### config.mk
export PLATFORM = sky130hd
export DESIGN_NAME = encoder_position_counter
export DESIGN_NICKNAME = d
export VERILOG_FILES = /design/src/enc_pos_pkg.sv /design/src/encoder_position_counter.sv
export SDC_FILE = /design/constraint.sdc
export NUM_CORES = 1
export LEC_CHECK = 0
export BUFFER_PORTS_ARGS = -buffer_cell sky130_fd_sc_hd__buf_2
export CORE_MARGIN = 8
export CORE_UTILIZATION = 45
export CTS_CLUSTER_SIZE = 8
export DETAILED_ROUTE_END_ITERATION = 10
export GPL_TIMING_DRIVEN = 0
export PLACE_DENSITY = 0.69
export SETUP_SLACK_MARGIN = 0.1
export SYNTH_ARGS = -nofsm -noshare
export SYNTH_HDL_FRONTEND = slang
export SYNTH_SLANG_ARGS = --single-unit
### constraint.sdc
create_clock -name pclk -period 5.1 [get_ports pclk]
set_input_delay 0.255 -clock pclk [delete_from_list [all_inputs] [get_ports pclk]]
set_output_delay 0.255 -clock pclk [all_outputs]
set_load 0.02 [all_outputs]
### src/enc_pos_pkg.sv
// shared constants, register map and types for the encoder position counter
package enc_pos_pkg;

  // bus and data widths
  localparam int unsigned DATA_W = 32;
  localparam int unsigned ADDR_W = 8;
  localparam int unsigned PIN_N = 8;
  localparam int unsigned SEL_W = 3;

  // timebase: the block counts on its own bus clock
  localparam int unsigned TIMEBASE_HZ = 40_000_000;

  // register byte offsets
  localparam logic [ADDR_W-1:0] CTRL_OFS = 8'h00;
  localparam logic [ADDR_W-1:0] CONFIG_OFS = 8'h04;
  localparam logic [ADDR_W-1:0] PRESET_OFS = 8'h08;
  localparam logic [ADDR_W-1:0] INDEX_VAL_OFS = 8'h0C;
  localparam logic [ADDR_W-1:0] COUNT_OFS = 8'h10;
  localparam logic [ADDR_W-1:0] SAMPLE_DATA_OFS = 8'h14;
  localparam logic [ADDR_W-1:0] STATUS_OFS = 8'h18;

  // control and status bit positions
  localparam int unsigned CTRL_START_BIT = 0;
  localparam int unsigned CTRL_STOP_BIT = 1;
  localparam int unsigned STAT_EMPTY_BIT = 2;
  localparam int unsigned STAT_FULL_BIT = 3;
  localparam int unsigned STAT_OVF_BIT = 4;
  localparam int unsigned STAT_LVL_LSB = 8;

  // reset values
  localparam logic [DATA_W-1:0] PRESET_RST = 32'h0000_0000;
  localparam logic [DATA_W-1:0] INDEX_VAL_RST = 32'h0000_0000;
  localparam logic [DATA_W-1:0] CONFIG_RST = 32'h0000_0003;
  localparam logic [DATA_W-1:0] ZERO_WORD = 32'h0000_0000;
  localparam logic [DATA_W-1:0] ONE_WORD = 32'h0000_0001;

  // decoding types
  typedef enum logic [1:0] {
    DEC_TWO_PULSE = 2'b00,
    DEC_X1 = 2'b01,
    DEC_X2 = 2'b10,
    DEC_X4 = 2'b11
  } decode_t;

  // counter run states
  typedef enum logic [1:0] {
    ST_IDLE = 2'b00,
    ST_ARMED = 2'b01,
    ST_RUN = 2'b10
  } run_state_t;

  // configuration word, laid out exactly as the config register
  typedef struct packed {
    logic [PIN_N-1:0] filt_en;
    logic [SEL_W-1:0] samp_sel;
    logic [SEL_W-1:0] arm_sel;
    logic [SEL_W-1:0] z_sel;
    logic [SEL_W-1:0] b_sel;
    logic [SEL_W-1:0] a_sel;
    logic samp_fall;
    logic arm_fall;
    logic arm_en;
    logic samp_mode;
    logic [1:0] idx_phase;
    logic idx_en;
    decode_t decode;
  } cfg_t;

  // apb request as seen by the slave
  typedef struct packed {
    logic psel;
    logic penable;
    logic pwrite;
    logic [ADDR_W-1:0] paddr;
    logic [DATA_W-1:0] pwdata;
  } apb_req_t;

endpackage

### src/encoder_position_counter.sv
// quadrature / two-pulse encoder position counter with apb registers
//
// How it works
// quadrature: a leading b counts up
// quadrature: b leading a counts down
// x1: up on a rise, down on fall
// x2: step on both a edges
// x4: step on every a and b edge
// index high in chosen phase reloads count
// a count step wins over reload
// reload done within one timebase period
// encoder holds index high in reload phase
// two-pulse: a rise up, b rise down
// decoding type selectable, four kinds
// index enable, phase and value settable
// preset loaded before counting begins
// on demand: start counts, reads live count
// sample clock edge pushes count into buffer
// arm trigger edge starts counting instead
// a, b, index sources independently selectable
// optional noise filter per input pin
// timebase is the internal clock
// inputs synced, simultaneous a/b change ignored in x1, x2 and x4
//
// Chosen here: the placing of the registers and the APB slave port.
`timescale 1ns/1ps
`default_nettype none

module encoder_position_counter
  import enc_pos_pkg::*;
#(
  parameter int unsigned FIFO_DEPTH = 16,
  parameter int unsigned FILTER_LEN = 4
) (
  input wire logic pclk,
  input wire logic presetn,
  input wire logic psel,
  input wire logic penable,
  input wire logic pwrite,
  input wire logic [ADDR_W-1:0] paddr,
  input wire logic [DATA_W-1:0] pwdata,
  output logic [DATA_W-1:0] prdata,
  output logic pready,
  output logic pslverr,
  input wire logic [PIN_N-1:0] programmable_function_input,
  output logic counting
);

  localparam int unsigned AW = $clog2(FIFO_DEPTH);
  localparam int unsigned FW = $clog2(FILTER_LEN + 1);
  localparam logic [FW-1:0] FILT_LAST = FW'(FILTER_LEN - 1);
  localparam logic [AW:0] LVL_FULL = (AW+1)'(FIFO_DEPTH);

  // the whole state of the block in one word
  typedef struct packed {
    run_state_t st;
    cfg_t cfg;
    logic [DATA_W-1:0] preset;
    logic [DATA_W-1:0] idx_val;
    logic [DATA_W-1:0] count;
    logic [PIN_N-1:0] sync1;
    logic [PIN_N-1:0] sync2;
    logic [PIN_N-1:0] filt;
    logic [PIN_N-1:0][FW-1:0] fcnt;
    logic a_q;
    logic b_q;
    logic arm_q;
    logic samp_q;
    logic reload_done;
    logic [FIFO_DEPTH-1:0][DATA_W-1:0] mem;
    logic [AW-1:0] wp;
    logic [AW-1:0] rp;
    logic [AW:0] lvl;
    logic ovf;
    logic [DATA_W-1:0] rdata;
    logic rd_live;
  } state_t;

  state_t s_r;
  state_t s_nxt;

  // per-pin filter next values, built in the generate loop below
  logic [PIN_N-1:0] filt_nxt;
  logic [PIN_N-1:0][FW-1:0] fcnt_nxt;

  // a filtered pin only follows its input after it has held steady
  // for FILTER_LEN cycles; this trades latency for glitch immunity
  genvar gi;
  generate
    for (gi = 0; gi < PIN_N; gi++) begin : g_filt
      always_comb begin
        filt_nxt[gi] = s_r.filt[gi];
        fcnt_nxt[gi] = '0;
        if (!s_r.cfg.filt_en[gi]) begin
          filt_nxt[gi] = s_r.sync2[gi];
        end else if (s_r.sync2[gi] != s_r.filt[gi]) begin
          if (s_r.fcnt[gi] == FILT_LAST) begin
            filt_nxt[gi] = s_r.sync2[gi];
          end else begin
            fcnt_nxt[gi] = s_r.fcnt[gi] + FW'(1);
          end
        end
      end
    end
  endgenerate

  // selected encoder, trigger and sample signals
  logic a_in;
  logic b_in;
  logic z_in;
  logic arm_in;
  logic samp_in;
  assign a_in = s_r.filt[s_r.cfg.a_sel];
  assign b_in = s_r.filt[s_r.cfg.b_sel];
  assign z_in = s_r.filt[s_r.cfg.z_sel];
  assign arm_in = s_r.filt[s_r.cfg.arm_sel];
  assign samp_in = s_r.filt[s_r.cfg.samp_sel];

  // apb phases; the slave never inserts wait states
  logic setup_ph;
  logic access_ph;
  logic addr_ok;
  assign setup_ph = psel && !penable;
  assign access_ph = psel && penable;
  assign pready = 1'b1;
  assign pslverr = access_ph && !addr_ok;
  assign prdata = s_r.rdata;
  assign counting = (s_r.st == ST_RUN);

  always_comb begin
    addr_ok = 1'b0;
    if (paddr == CTRL_OFS) begin
      addr_ok = 1'b1;
    end else if (paddr == CONFIG_OFS) begin
      addr_ok = 1'b1;
    end else if (paddr == PRESET_OFS) begin
      addr_ok = 1'b1;
    end else if (paddr == INDEX_VAL_OFS) begin
      addr_ok = 1'b1;
    end else if (paddr == COUNT_OFS) begin
      addr_ok = 1'b1;
    end else if (paddr == SAMPLE_DATA_OFS) begin
      addr_ok = 1'b1;
    end else if (paddr == STATUS_OFS) begin
      addr_ok = 1'b1;
    end
  end

  // edge and step decode
  logic a_rise;
  logic a_fall;
  logic b_rise;
  logic b_fall;
  logic both_chg;
  logic step_up;
  logic step_dn;
  logic in_phase;
  logic arm_edge;
  logic samp_edge;
  logic wr;
  logic start_cmd;
  logic stop_cmd;
  logic pop;
  logic push;
  logic [DATA_W-1:0] rd_word;
  logic [DATA_W-1:0] status_word;

  always_comb begin
    a_rise = a_in && !s_r.a_q;
    a_fall = !a_in && s_r.a_q;
    b_rise = b_in && !s_r.b_q;
    b_fall = !b_in && s_r.b_q;
    // a and b moving in the same sample carries no direction
    both_chg = (a_rise || a_fall) && (b_rise || b_fall);
    step_up = 1'b0;
    step_dn = 1'b0;
    case (s_r.cfg.decode)
      DEC_TWO_PULSE: begin
        // both rising together would net to zero anyway
        step_up = a_rise && !b_rise;
        step_dn = b_rise && !a_rise;
      end
      DEC_X1: begin
        if (!both_chg) begin
          step_up = a_rise && !b_in;
          step_dn = a_fall && !b_in;
        end
      end
      DEC_X2: begin
        if (!both_chg) begin
          step_up = (a_rise && !b_in) || (a_fall && b_in);
          step_dn = (a_rise && b_in) || (a_fall && !b_in);
        end
      end
      default: begin
        if (!both_chg) begin
          step_up = (a_rise && !b_in) || (a_fall && b_in) ||
                    (b_rise && a_in) || (b_fall && !a_in);
          step_dn = (a_rise && b_in) || (a_fall && !b_in) ||
                    (b_rise && !a_in) || (b_fall && a_in);
        end
      end
    endcase
    // reload phase is the {a,b} level pair chosen in idx_phase
    in_phase = ({a_in, b_in} == s_r.cfg.idx_phase);
    arm_edge = s_r.cfg.arm_fall ? (!arm_in && s_r.arm_q)
                                : (arm_in && !s_r.arm_q);
    samp_edge = s_r.cfg.samp_fall ? (!samp_in && s_r.samp_q)
                                  : (samp_in && !s_r.samp_q);
    wr = access_ph && pwrite;
    start_cmd = wr && (paddr == CTRL_OFS) && pwdata[CTRL_START_BIT];
    stop_cmd = wr && (paddr == CTRL_OFS) && pwdata[CTRL_STOP_BIT];
    // pop only what the setup cycle handed out, so a sample pushed
    // between setup and access is not thrown away unread
    pop = access_ph && !pwrite && (paddr == SAMPLE_DATA_OFS) &&
          s_r.rd_live;
    push = (s_r.st == ST_RUN) && s_r.cfg.samp_mode && samp_edge;
  end

  // read data is captured in the setup cycle so prdata is a flop
  always_comb begin
    status_word = ZERO_WORD;
    status_word[1:0] = s_r.st;
    status_word[STAT_EMPTY_BIT] = (s_r.lvl == '0);
    status_word[STAT_FULL_BIT] = (s_r.lvl == LVL_FULL);
    status_word[STAT_OVF_BIT] = s_r.ovf;
    status_word[STAT_LVL_LSB +: AW+1] = s_r.lvl;
    rd_word = ZERO_WORD;
    if (paddr == CONFIG_OFS) begin
      rd_word = s_r.cfg;
    end else if (paddr == PRESET_OFS) begin
      rd_word = s_r.preset;
    end else if (paddr == INDEX_VAL_OFS) begin
      rd_word = s_r.idx_val;
    end else if (paddr == COUNT_OFS) begin
      rd_word = s_r.count;
    end else if (paddr == SAMPLE_DATA_OFS) begin
      rd_word = (s_r.lvl != '0) ? s_r.mem[s_r.rp] : ZERO_WORD;
    end else if (paddr == STATUS_OFS) begin
      rd_word = status_word;
    end
  end

  // next-state logic for the whole block
  always_comb begin
    s_nxt = s_r;
    // two-stage synchroniser then filter
    s_nxt.sync1 = programmable_function_input;
    s_nxt.sync2 = s_r.sync1;
    s_nxt.filt = filt_nxt;
    s_nxt.fcnt = fcnt_nxt;
    s_nxt.a_q = a_in;
    s_nxt.b_q = b_in;
    s_nxt.arm_q = arm_in;
    s_nxt.samp_q = samp_in;
    if (setup_ph) begin
      s_nxt.rdata = rd_word;
      s_nxt.rd_live = (s_r.lvl != '0);
    end
    // register writes
    if (wr && (paddr == CONFIG_OFS)) begin
      s_nxt.cfg = cfg_t'(pwdata);
    end
    if (wr && (paddr == PRESET_OFS)) begin
      s_nxt.preset = pwdata;
    end
    if (wr && (paddr == INDEX_VAL_OFS)) begin
      s_nxt.idx_val = pwdata;
    end
    // run control
    case (s_r.st)
      ST_IDLE: begin
        if (start_cmd) begin
          s_nxt.count = s_r.preset;
          s_nxt.reload_done = 1'b0;
          s_nxt.st = s_r.cfg.arm_en ? ST_ARMED : ST_RUN;
        end
      end
      ST_ARMED: begin
        if (stop_cmd) begin
          s_nxt.st = ST_IDLE;
        end else if (arm_edge) begin
          s_nxt.st = ST_RUN;
        end
      end
      ST_RUN: begin
        if (stop_cmd) begin
          s_nxt.st = ST_IDLE;
        end
        // a step always lands first; a reload waits for a step-free
        // cycle, which is the next one, so it is at most one period late
        if (step_up) begin
          s_nxt.count = s_r.count + ONE_WORD;
        end else if (step_dn) begin
          s_nxt.count = s_r.count - ONE_WORD;
        end else if (s_r.cfg.idx_en && z_in && in_phase &&
                     !s_r.reload_done) begin
          s_nxt.count = s_r.idx_val;
          s_nxt.reload_done = 1'b1;
        end
        // one reload per visit to the phase, then counting resumes
        if (!in_phase) begin
          s_nxt.reload_done = 1'b0;
        end
      end
      default: begin
        s_nxt.st = ST_IDLE;
      end
    endcase
    // sample buffer; a push into a full buffer is lost and flagged
    if (push && (s_r.lvl != LVL_FULL || pop)) begin
      s_nxt.mem[s_r.wp] = s_r.count;
      s_nxt.wp = s_r.wp + AW'(1);
    end
    if (pop) begin
      s_nxt.rp = s_r.rp + AW'(1);
    end
    if (push && !pop && (s_r.lvl != LVL_FULL)) begin
      s_nxt.lvl = s_r.lvl + (AW+1)'(1);
    end else if (pop && !push) begin
      s_nxt.lvl = s_r.lvl - (AW+1)'(1);
    end
    // overflow is write-one-to-clear; a new overflow wins the race
    if (wr && (paddr == STATUS_OFS) && pwdata[STAT_OVF_BIT]) begin
      s_nxt.ovf = 1'b0;
    end
    if (push && !pop && (s_r.lvl == LVL_FULL)) begin
      s_nxt.ovf = 1'b1;
    end
    // starting afresh empties the buffer of an earlier run
    if ((s_r.st == ST_IDLE) && start_cmd) begin
      s_nxt.wp = '0;
      s_nxt.rp = '0;
      s_nxt.lvl = '0;
    end
  end

  // everything runs on the internal bus clock as its timebase
  always_ff @(posedge pclk or negedge presetn) begin
    if (!presetn) begin
      s_r <= '0;
      s_r.st <= ST_IDLE;
      s_r.cfg <= cfg_t'(CONFIG_RST);
      s_r.preset <= PRESET_RST;
      s_r.idx_val <= INDEX_VAL_RST;
    end else begin
      s_r <= s_nxt;
    end
  end

endmodule

`default_nettype wire

Word level (Yosys, flattened, before mapping)
Index checks and enable logic that the tools add are counted.
{"block": "totals", "in_bits": 53, "ff_bits": 742, "out_inout_bits": 35, "word_cells": 339}
{"block": "classes", "n_reduce_logical": 92, "muxes": 111, "add_sub_neg": 14, "n_eq_ne": 52, "n_lt_le_gt_ge": 8}
{"operator": "$bwmux W512", "n": 1}
{"operator": "$mux W32", "n": 12}
{"operator": "$bmux W32 S4", "n": 1}
{"operator": "$demux W32 S4", "n": 1}
{"operator": "$mux W3", "n": 24}
{"operator": "$pmux W32 S2", "n": 1}
{"operator": "$mux W1", "n": 51}
{"operator": "$logic_and A1 B1 Y1", "n": 46}
{"operator": "$ne A2 B1 Y1 const B", "n": 17}
{"operator": "$add A32 B1 Y32 const B", "n": 1}
{"operator": "$sub A32 B1 Y32 const B", "n": 1}
{"operator": "$mux W13", "n": 2}
{"operator": "$add A3 B1 Y3 const B", "n": 8}
{"operator": "$eq A3 B2 Y1 const B", "n": 8}
{"operator": "$eq A8 B5 Y1 const B", "n": 3}
{"operator": "$lt A3 B4 Y1 const B", "n": 5}
{"operator": "$eq A8 B4 Y1 const B", "n": 2}
{"operator": "$logic_not A1 Y1", "n": 16}
{"operator": "$reduce_and A2 Y1", "n": 8}
{"operator": "$bmux W1 S3", "n": 5}
{"operator": "$lt A4 B5 Y1 const B", "n": 2}
{"operator": "$mux W2", "n": 5}
{"operator": "$mux W5", "n": 2}
{"operator": "$logic_or A1 B1 Y1", "n": 9}
{"operator": "27 further kinds", "n": 46}

Logic depth before layout (Yosys ltp)
{"block": "depth", "word_depth": 14, "mapped_depth": 16, "depth_no_buf": 14}

Worst setup path after synthesis
OpenSTA, ideal clock, no wires.
{"block": "synth_path", "path_type": "reg-to-reg", "start": "register s_r[720] (netlist bit)", "end": "register s_r[625] (netlist bit)", "path_stages_with_launch": 15, "setup_ns": 0.110, "setup_slack_ns": 1.316, "synth_period_minus_slack_ns": 3.784, "arrival_ns": 3.674, "path_cell_list": "dfrtp_1 > mux4_1 > mux2i_4 > inv_1 > ha_1 > or2_2 > buf_1 > a41oi_1 > nor2_1 > or2_2 > o31ai_1 > buf_2 > buf_4 > nand2_1 > o41ai_1"}
{"block": "synth_via", "elab_chain_cells": 12, "elab_cells_between_ends": 40}
{"item": "start, declared", "line_no": "encoder_position_counter.sv:79", "source": "state_t s_r;"}
{"item": "start signal, assigned", "line_no": "encoder_position_counter.sv:347", "source": "s_r <= s_nxt;"}
{"item": "$bmux W1 S3 *", "line_no": "encoder_position_counter.sv:114", "source": "assign b_in = s_r.filt[s_r.cfg.b_sel];"}
{"item": "$mux W1 (not written as such) *", "line_no": "encoder_position_counter.sv:114"}
{"item": "via b_in", "line_no": "encoder_position_counter.sv:109", "source": "logic b_in;"}
{"item": "$logic_not A1 Y1"}
{"item": "$logic_and A1 B1 Y1", "line_no": "encoder_position_counter.sv:186, encoder_position_counter.sv:192, encoder_position_counter.sv:199"}
{"item": "$logic_or A1 B1 Y1", "line_no": "encoder_position_counter.sv:192, encoder_position_counter.sv:199"}
{"item": "$logic_or A1 B1 Y1", "line_no": "encoder_position_counter.sv:199", "source": "step_dn = (a_rise && b_in) || (a_fall && !b_in) ||"}
{"item": "$logic_or A1 B1 Y1", "line_no": "encoder_position_counter.sv:200", "source": "(b_rise && !a_in) || (b_fall && a_in);"}
{"item": "$mux W1", "line_no": "encoder_position_counter.sv:196", "source": "if (!both_chg) begin"}
{"item": "$pmux W1 S3", "line_no": "encoder_position_counter.sv:177", "source": "case (s_r.cfg.decode)"}
{"item": "$mux W32", "line_no": "encoder_position_counter.sv:294", "source": "end else if (step_dn) begin"}
{"item": "$mux W32", "line_no": "encoder_position_counter.sv:292", "source": "if (step_up) begin"}
{"item": "$pmux W32 S2", "line_no": "encoder_position_counter.sv:271", "source": "case (s_r.st)"}
Mark *: on every way through the listed nets, which the timed path passes. The rest lies on a longest branch. The select of a mux whose other input is x is not followed.
A chain may end at the register's enable or synchronous reset.

Worst setup path in the final report
Ends and elaborated chain as after synthesis.

==> impl_results.md <==
- Required @ worst endpoint: around 5600 ps
- Remaining global-route overflow: 0
- Most common flop cell mapped by yosys: dfrtp_1
- Post-synthesis async set-or-reset flop share: 100%
- Cell with the most instances after synthesis: dfrtp_1
- Max-slew violation count: 0
- Fin nets: just under 3000
- Area of the die: just under 90000 um2
- Worst clock skew: 33.7 ps
- Crit-path cells: mux4_1, mux2i_4, inv_1, ha_1, or2_2, buf_1, a41oi_4, nor2_2, or2_2, o31ai_1, buf_2, buf_4, nand2_1, o41ai_1
- Synthesized area per cell: ~13 um2
- Core outline area: 78900 um2
- Cell with the most instances on the worst path: or2_2
- Crit end category: flip-flop
- Data arrival time of the critical path: ~5500 ps
- CP Class: flip-flop to flip-flop
- Port Buffer Count: 86
- Fraction of layout cells with a size suffix above 1: 37.8%
- Peak VDD IR: 0.229 mV
- Average detailed-routed wire length per instance: 27.9 um
- Largest cells by area after synthesis: dfrtp_1, mux2_2, mux4_2
- Cell area after synthesis: 35800 um2
- Total clock buffers created by CTS: about 100
- Reg area: 18600 um2
- TritonCTS sink count: 742
- Layout Cell Area excl Fill: between 40000 and 50000 um2
- Chip width: 298 um
- Destination of the worst hold path: s_r[0]
- DR iter-0 viols: 2136
- Share of Yosys cell area claimed by the top area cell type: 51.8%
- Initial antenna violation count: 2
- Number of distinct library cells after synthesis: 74
- Headroom to the max-slew limit: between 10% and 20%
- Number of cells traversed by the worst register-to-register path: 14
- Area growth from synthesis to final layout: 14.3%
- Post-synth net total: 2726
- Fin Setup TNS: 0 ps
- Static leakage: 18.9 nW
- Highest cell delay on the worst timing path: 650 ps
- Non-filler instance count after layout: 3954
- Worst Min Path Start: penable
- Fraction of the yosys area taken by sequential cells: 51.9%
- Area occupied by multi-input gates: 15800 um2
- Pin count of the biggest net entering global routing: ~130
- Setup ws final: 175 ps
- Initial core utilization: 45.3%
- First-pass GRT wire length: 167000 um
- Post-route DRC violation count: 0
- Cells on Worst Hold Path: 3
- Number of H-tree levels: 3
- Detailed-router iteration count before antenna repair: 7
- Power density relative to cell area: 321 nW/um2
- Routability Congestion: ~0.96
- Total via count in the routed design: between 20000 and 25000
- Hold_ws: 42.7 ps
- RSZ-0062 raised after global routing: false
- Clock transition at the register clock pins on the worst setup and hold paths after CTS: 50 ps
- R2r startpoint: s_r[720]
- Final setup viols: 0
- Cell total after placement: 3793
- Biggest fanout along the worst timing path: 10
- Filler instances: between 6000 and 7000
- Clock network latency to the later pin of the worst-skew pair: about 670 ps
- Endpoints failing hold: 0
- Final Cycle Share: 96.6%
- Number of vias per cell after detailed routing: around 6.1
- Capturing point of the worst reg2reg path: s_r[625]
- Area post-placement: 37700 um2
- Final WL: 110000 um
- Placement row count: 103
- Run status: finished clean
- Shortest clock period the worst path allows after layout: 4930 ps
- Root Driver: clkbuf_16
- Library cell with the largest summed area after synthesis: dfrtp_1
- Total of max-cap violations: 0
- Total global routing track utilization: 24.6%
- Hpwl dp: 79500 um
- Deepest clock path buffer count: 3
- Pre-CTS WS: -226 ps
- Hold Path Class: primary input to flip-flop
- Cell count after synthesis: 2650
- Post-synth EDFFs: 0
- Remaining antenna violation count: 0
- Warning count from the yosys run: 0
- Number of synthesized register bits: approximately 740
- Highest attainable clock frequency: 203 MHz
- TritonCTS clock tree: done
- Crit start category: flip-flop
- Top cell types by occurrence after synthesis: dfrtp_1, mux2_2, clkbuf_1
- Vias in the first global route: 25681
- Height of the die: 298 um
- IO Pins: 88
- Cell with the biggest individual delay on the critical path: mux4_1
- Register-to-register setup slack: 170 ps
- Tightest Pin Transition: 1300 ps
## logic make-up (layout without fill, tap and decap cells)
group | count (synthesis) | after routing | share of synthesized area [%]
compound gates | 288 | 288 | 5.77
simple gates | 397 | 397 | 5.32
flops | 742 | 742 | 51.9
buf+inv | 297 | 550 | 3.87
other cells | 1 | 2 | 0.0105
xor+xnor | 65 | 65 | 1.59
mux | 837 | 837 | 30.7
fa+ha+maj | 23 | 23 | 0.826
## state kept, by name (all words and copies together) (netlist names)
register and flops:
s_r 702, s_nxt 8, prdata 32
## critical path, delay by kind of cell, from the launching register on
kind | cells | cell delay, ps
muxes | 2 | 1090
DFF | 1 | 490
adders and majority gates | 1 | 280
buffers and inverters | 4 | 1020
AOI/OAI and AO/OA | 3 | 930
and+or+nand+nor | 4 | 960
## worst max-delay path by stage
stage | start | end | slack (ps) | cells after the start
floorplan | s_r[720] | s_r[625] | 1320 | 14
global placement | presetn | s_r[385] | -10960 | 1
detailed placement | s_r[720] | s_r[625] | -230 | 14
CTS | s_r[720] | s_r[625] | 160 | 14
global route | s_r[720] | s_r[625] | 120 | 14
finish | s_r[720] | s_r[625] | 170 | 14
## timing repair
action / CTS / global route
buffers inserted: 0 / 0
resized for setup: 2 / 1
hold buffers: 43 / 0
endpoints found under the hold margin: 170 / 0
endpoints found under the setup margin: 30 / 7
## layout make-up
class	instances	share of cell area [%]
sequential	742	45.4
multi-input combinational	1611	38.7
clock buffer	111	6.38
tap	1050	3.21
buffer	271	3.15
timing repair buffer	136	2.55
clock inverter	6	0.303
inverter	26	0.239
antenna	1	0.00612
## cell usage in the layout (no fill, tap or decap), types with 26 or more instances in the layout
cell,n
a21oi_1,38
nand2_1,121
mux2_2,633
dfrtp_1,740
buf_4,50
buf_1,26
nor3_1,37
mux2i_1,39
xnor2_1,29
buf_2,132
o21ai_0,37
xor2_1,36
a22oi_1,54
nand3_1,32
a41oi_1,29
o211ai_1,36
clkbuf_1,150
nor2_1,103
mux4_2,139
clkbuf_16,103
inv_1,26
dlygate4sd3_1,43
## report_power, final
group	switching, mW	internal [mW]
clock	2.46	3.56
combinational	0.715	0.308
sequential	0.0904	5.99
## per-stage QoR
step           power, mW  utilization [%]
2_1_floorplan       6.67                -
3_3_place_gp        7.11             47.5
3_5_place_dp        7.15             47.8
4_1_cts             13.2             51.8
5_1_grt             13.6             51.8
6_report            13.1             51.8
## routing by layer
| layer | global-route usage (%) | share of wire, % | vias to the layer above |
|---|---|---|---|
| li1 | - | - | 10192 |
| met1 | 31.4 | 41 | 12777 |
| met2 | 40.7 | 48 | 1011 |
| met3 | 4.84 | 6.5 | 281 |
| met4 | 11.1 | 4.9 | 0 |
| met5 | 0 | 0 | - |
Note: power is estimated with default switching activity, not from simulation.
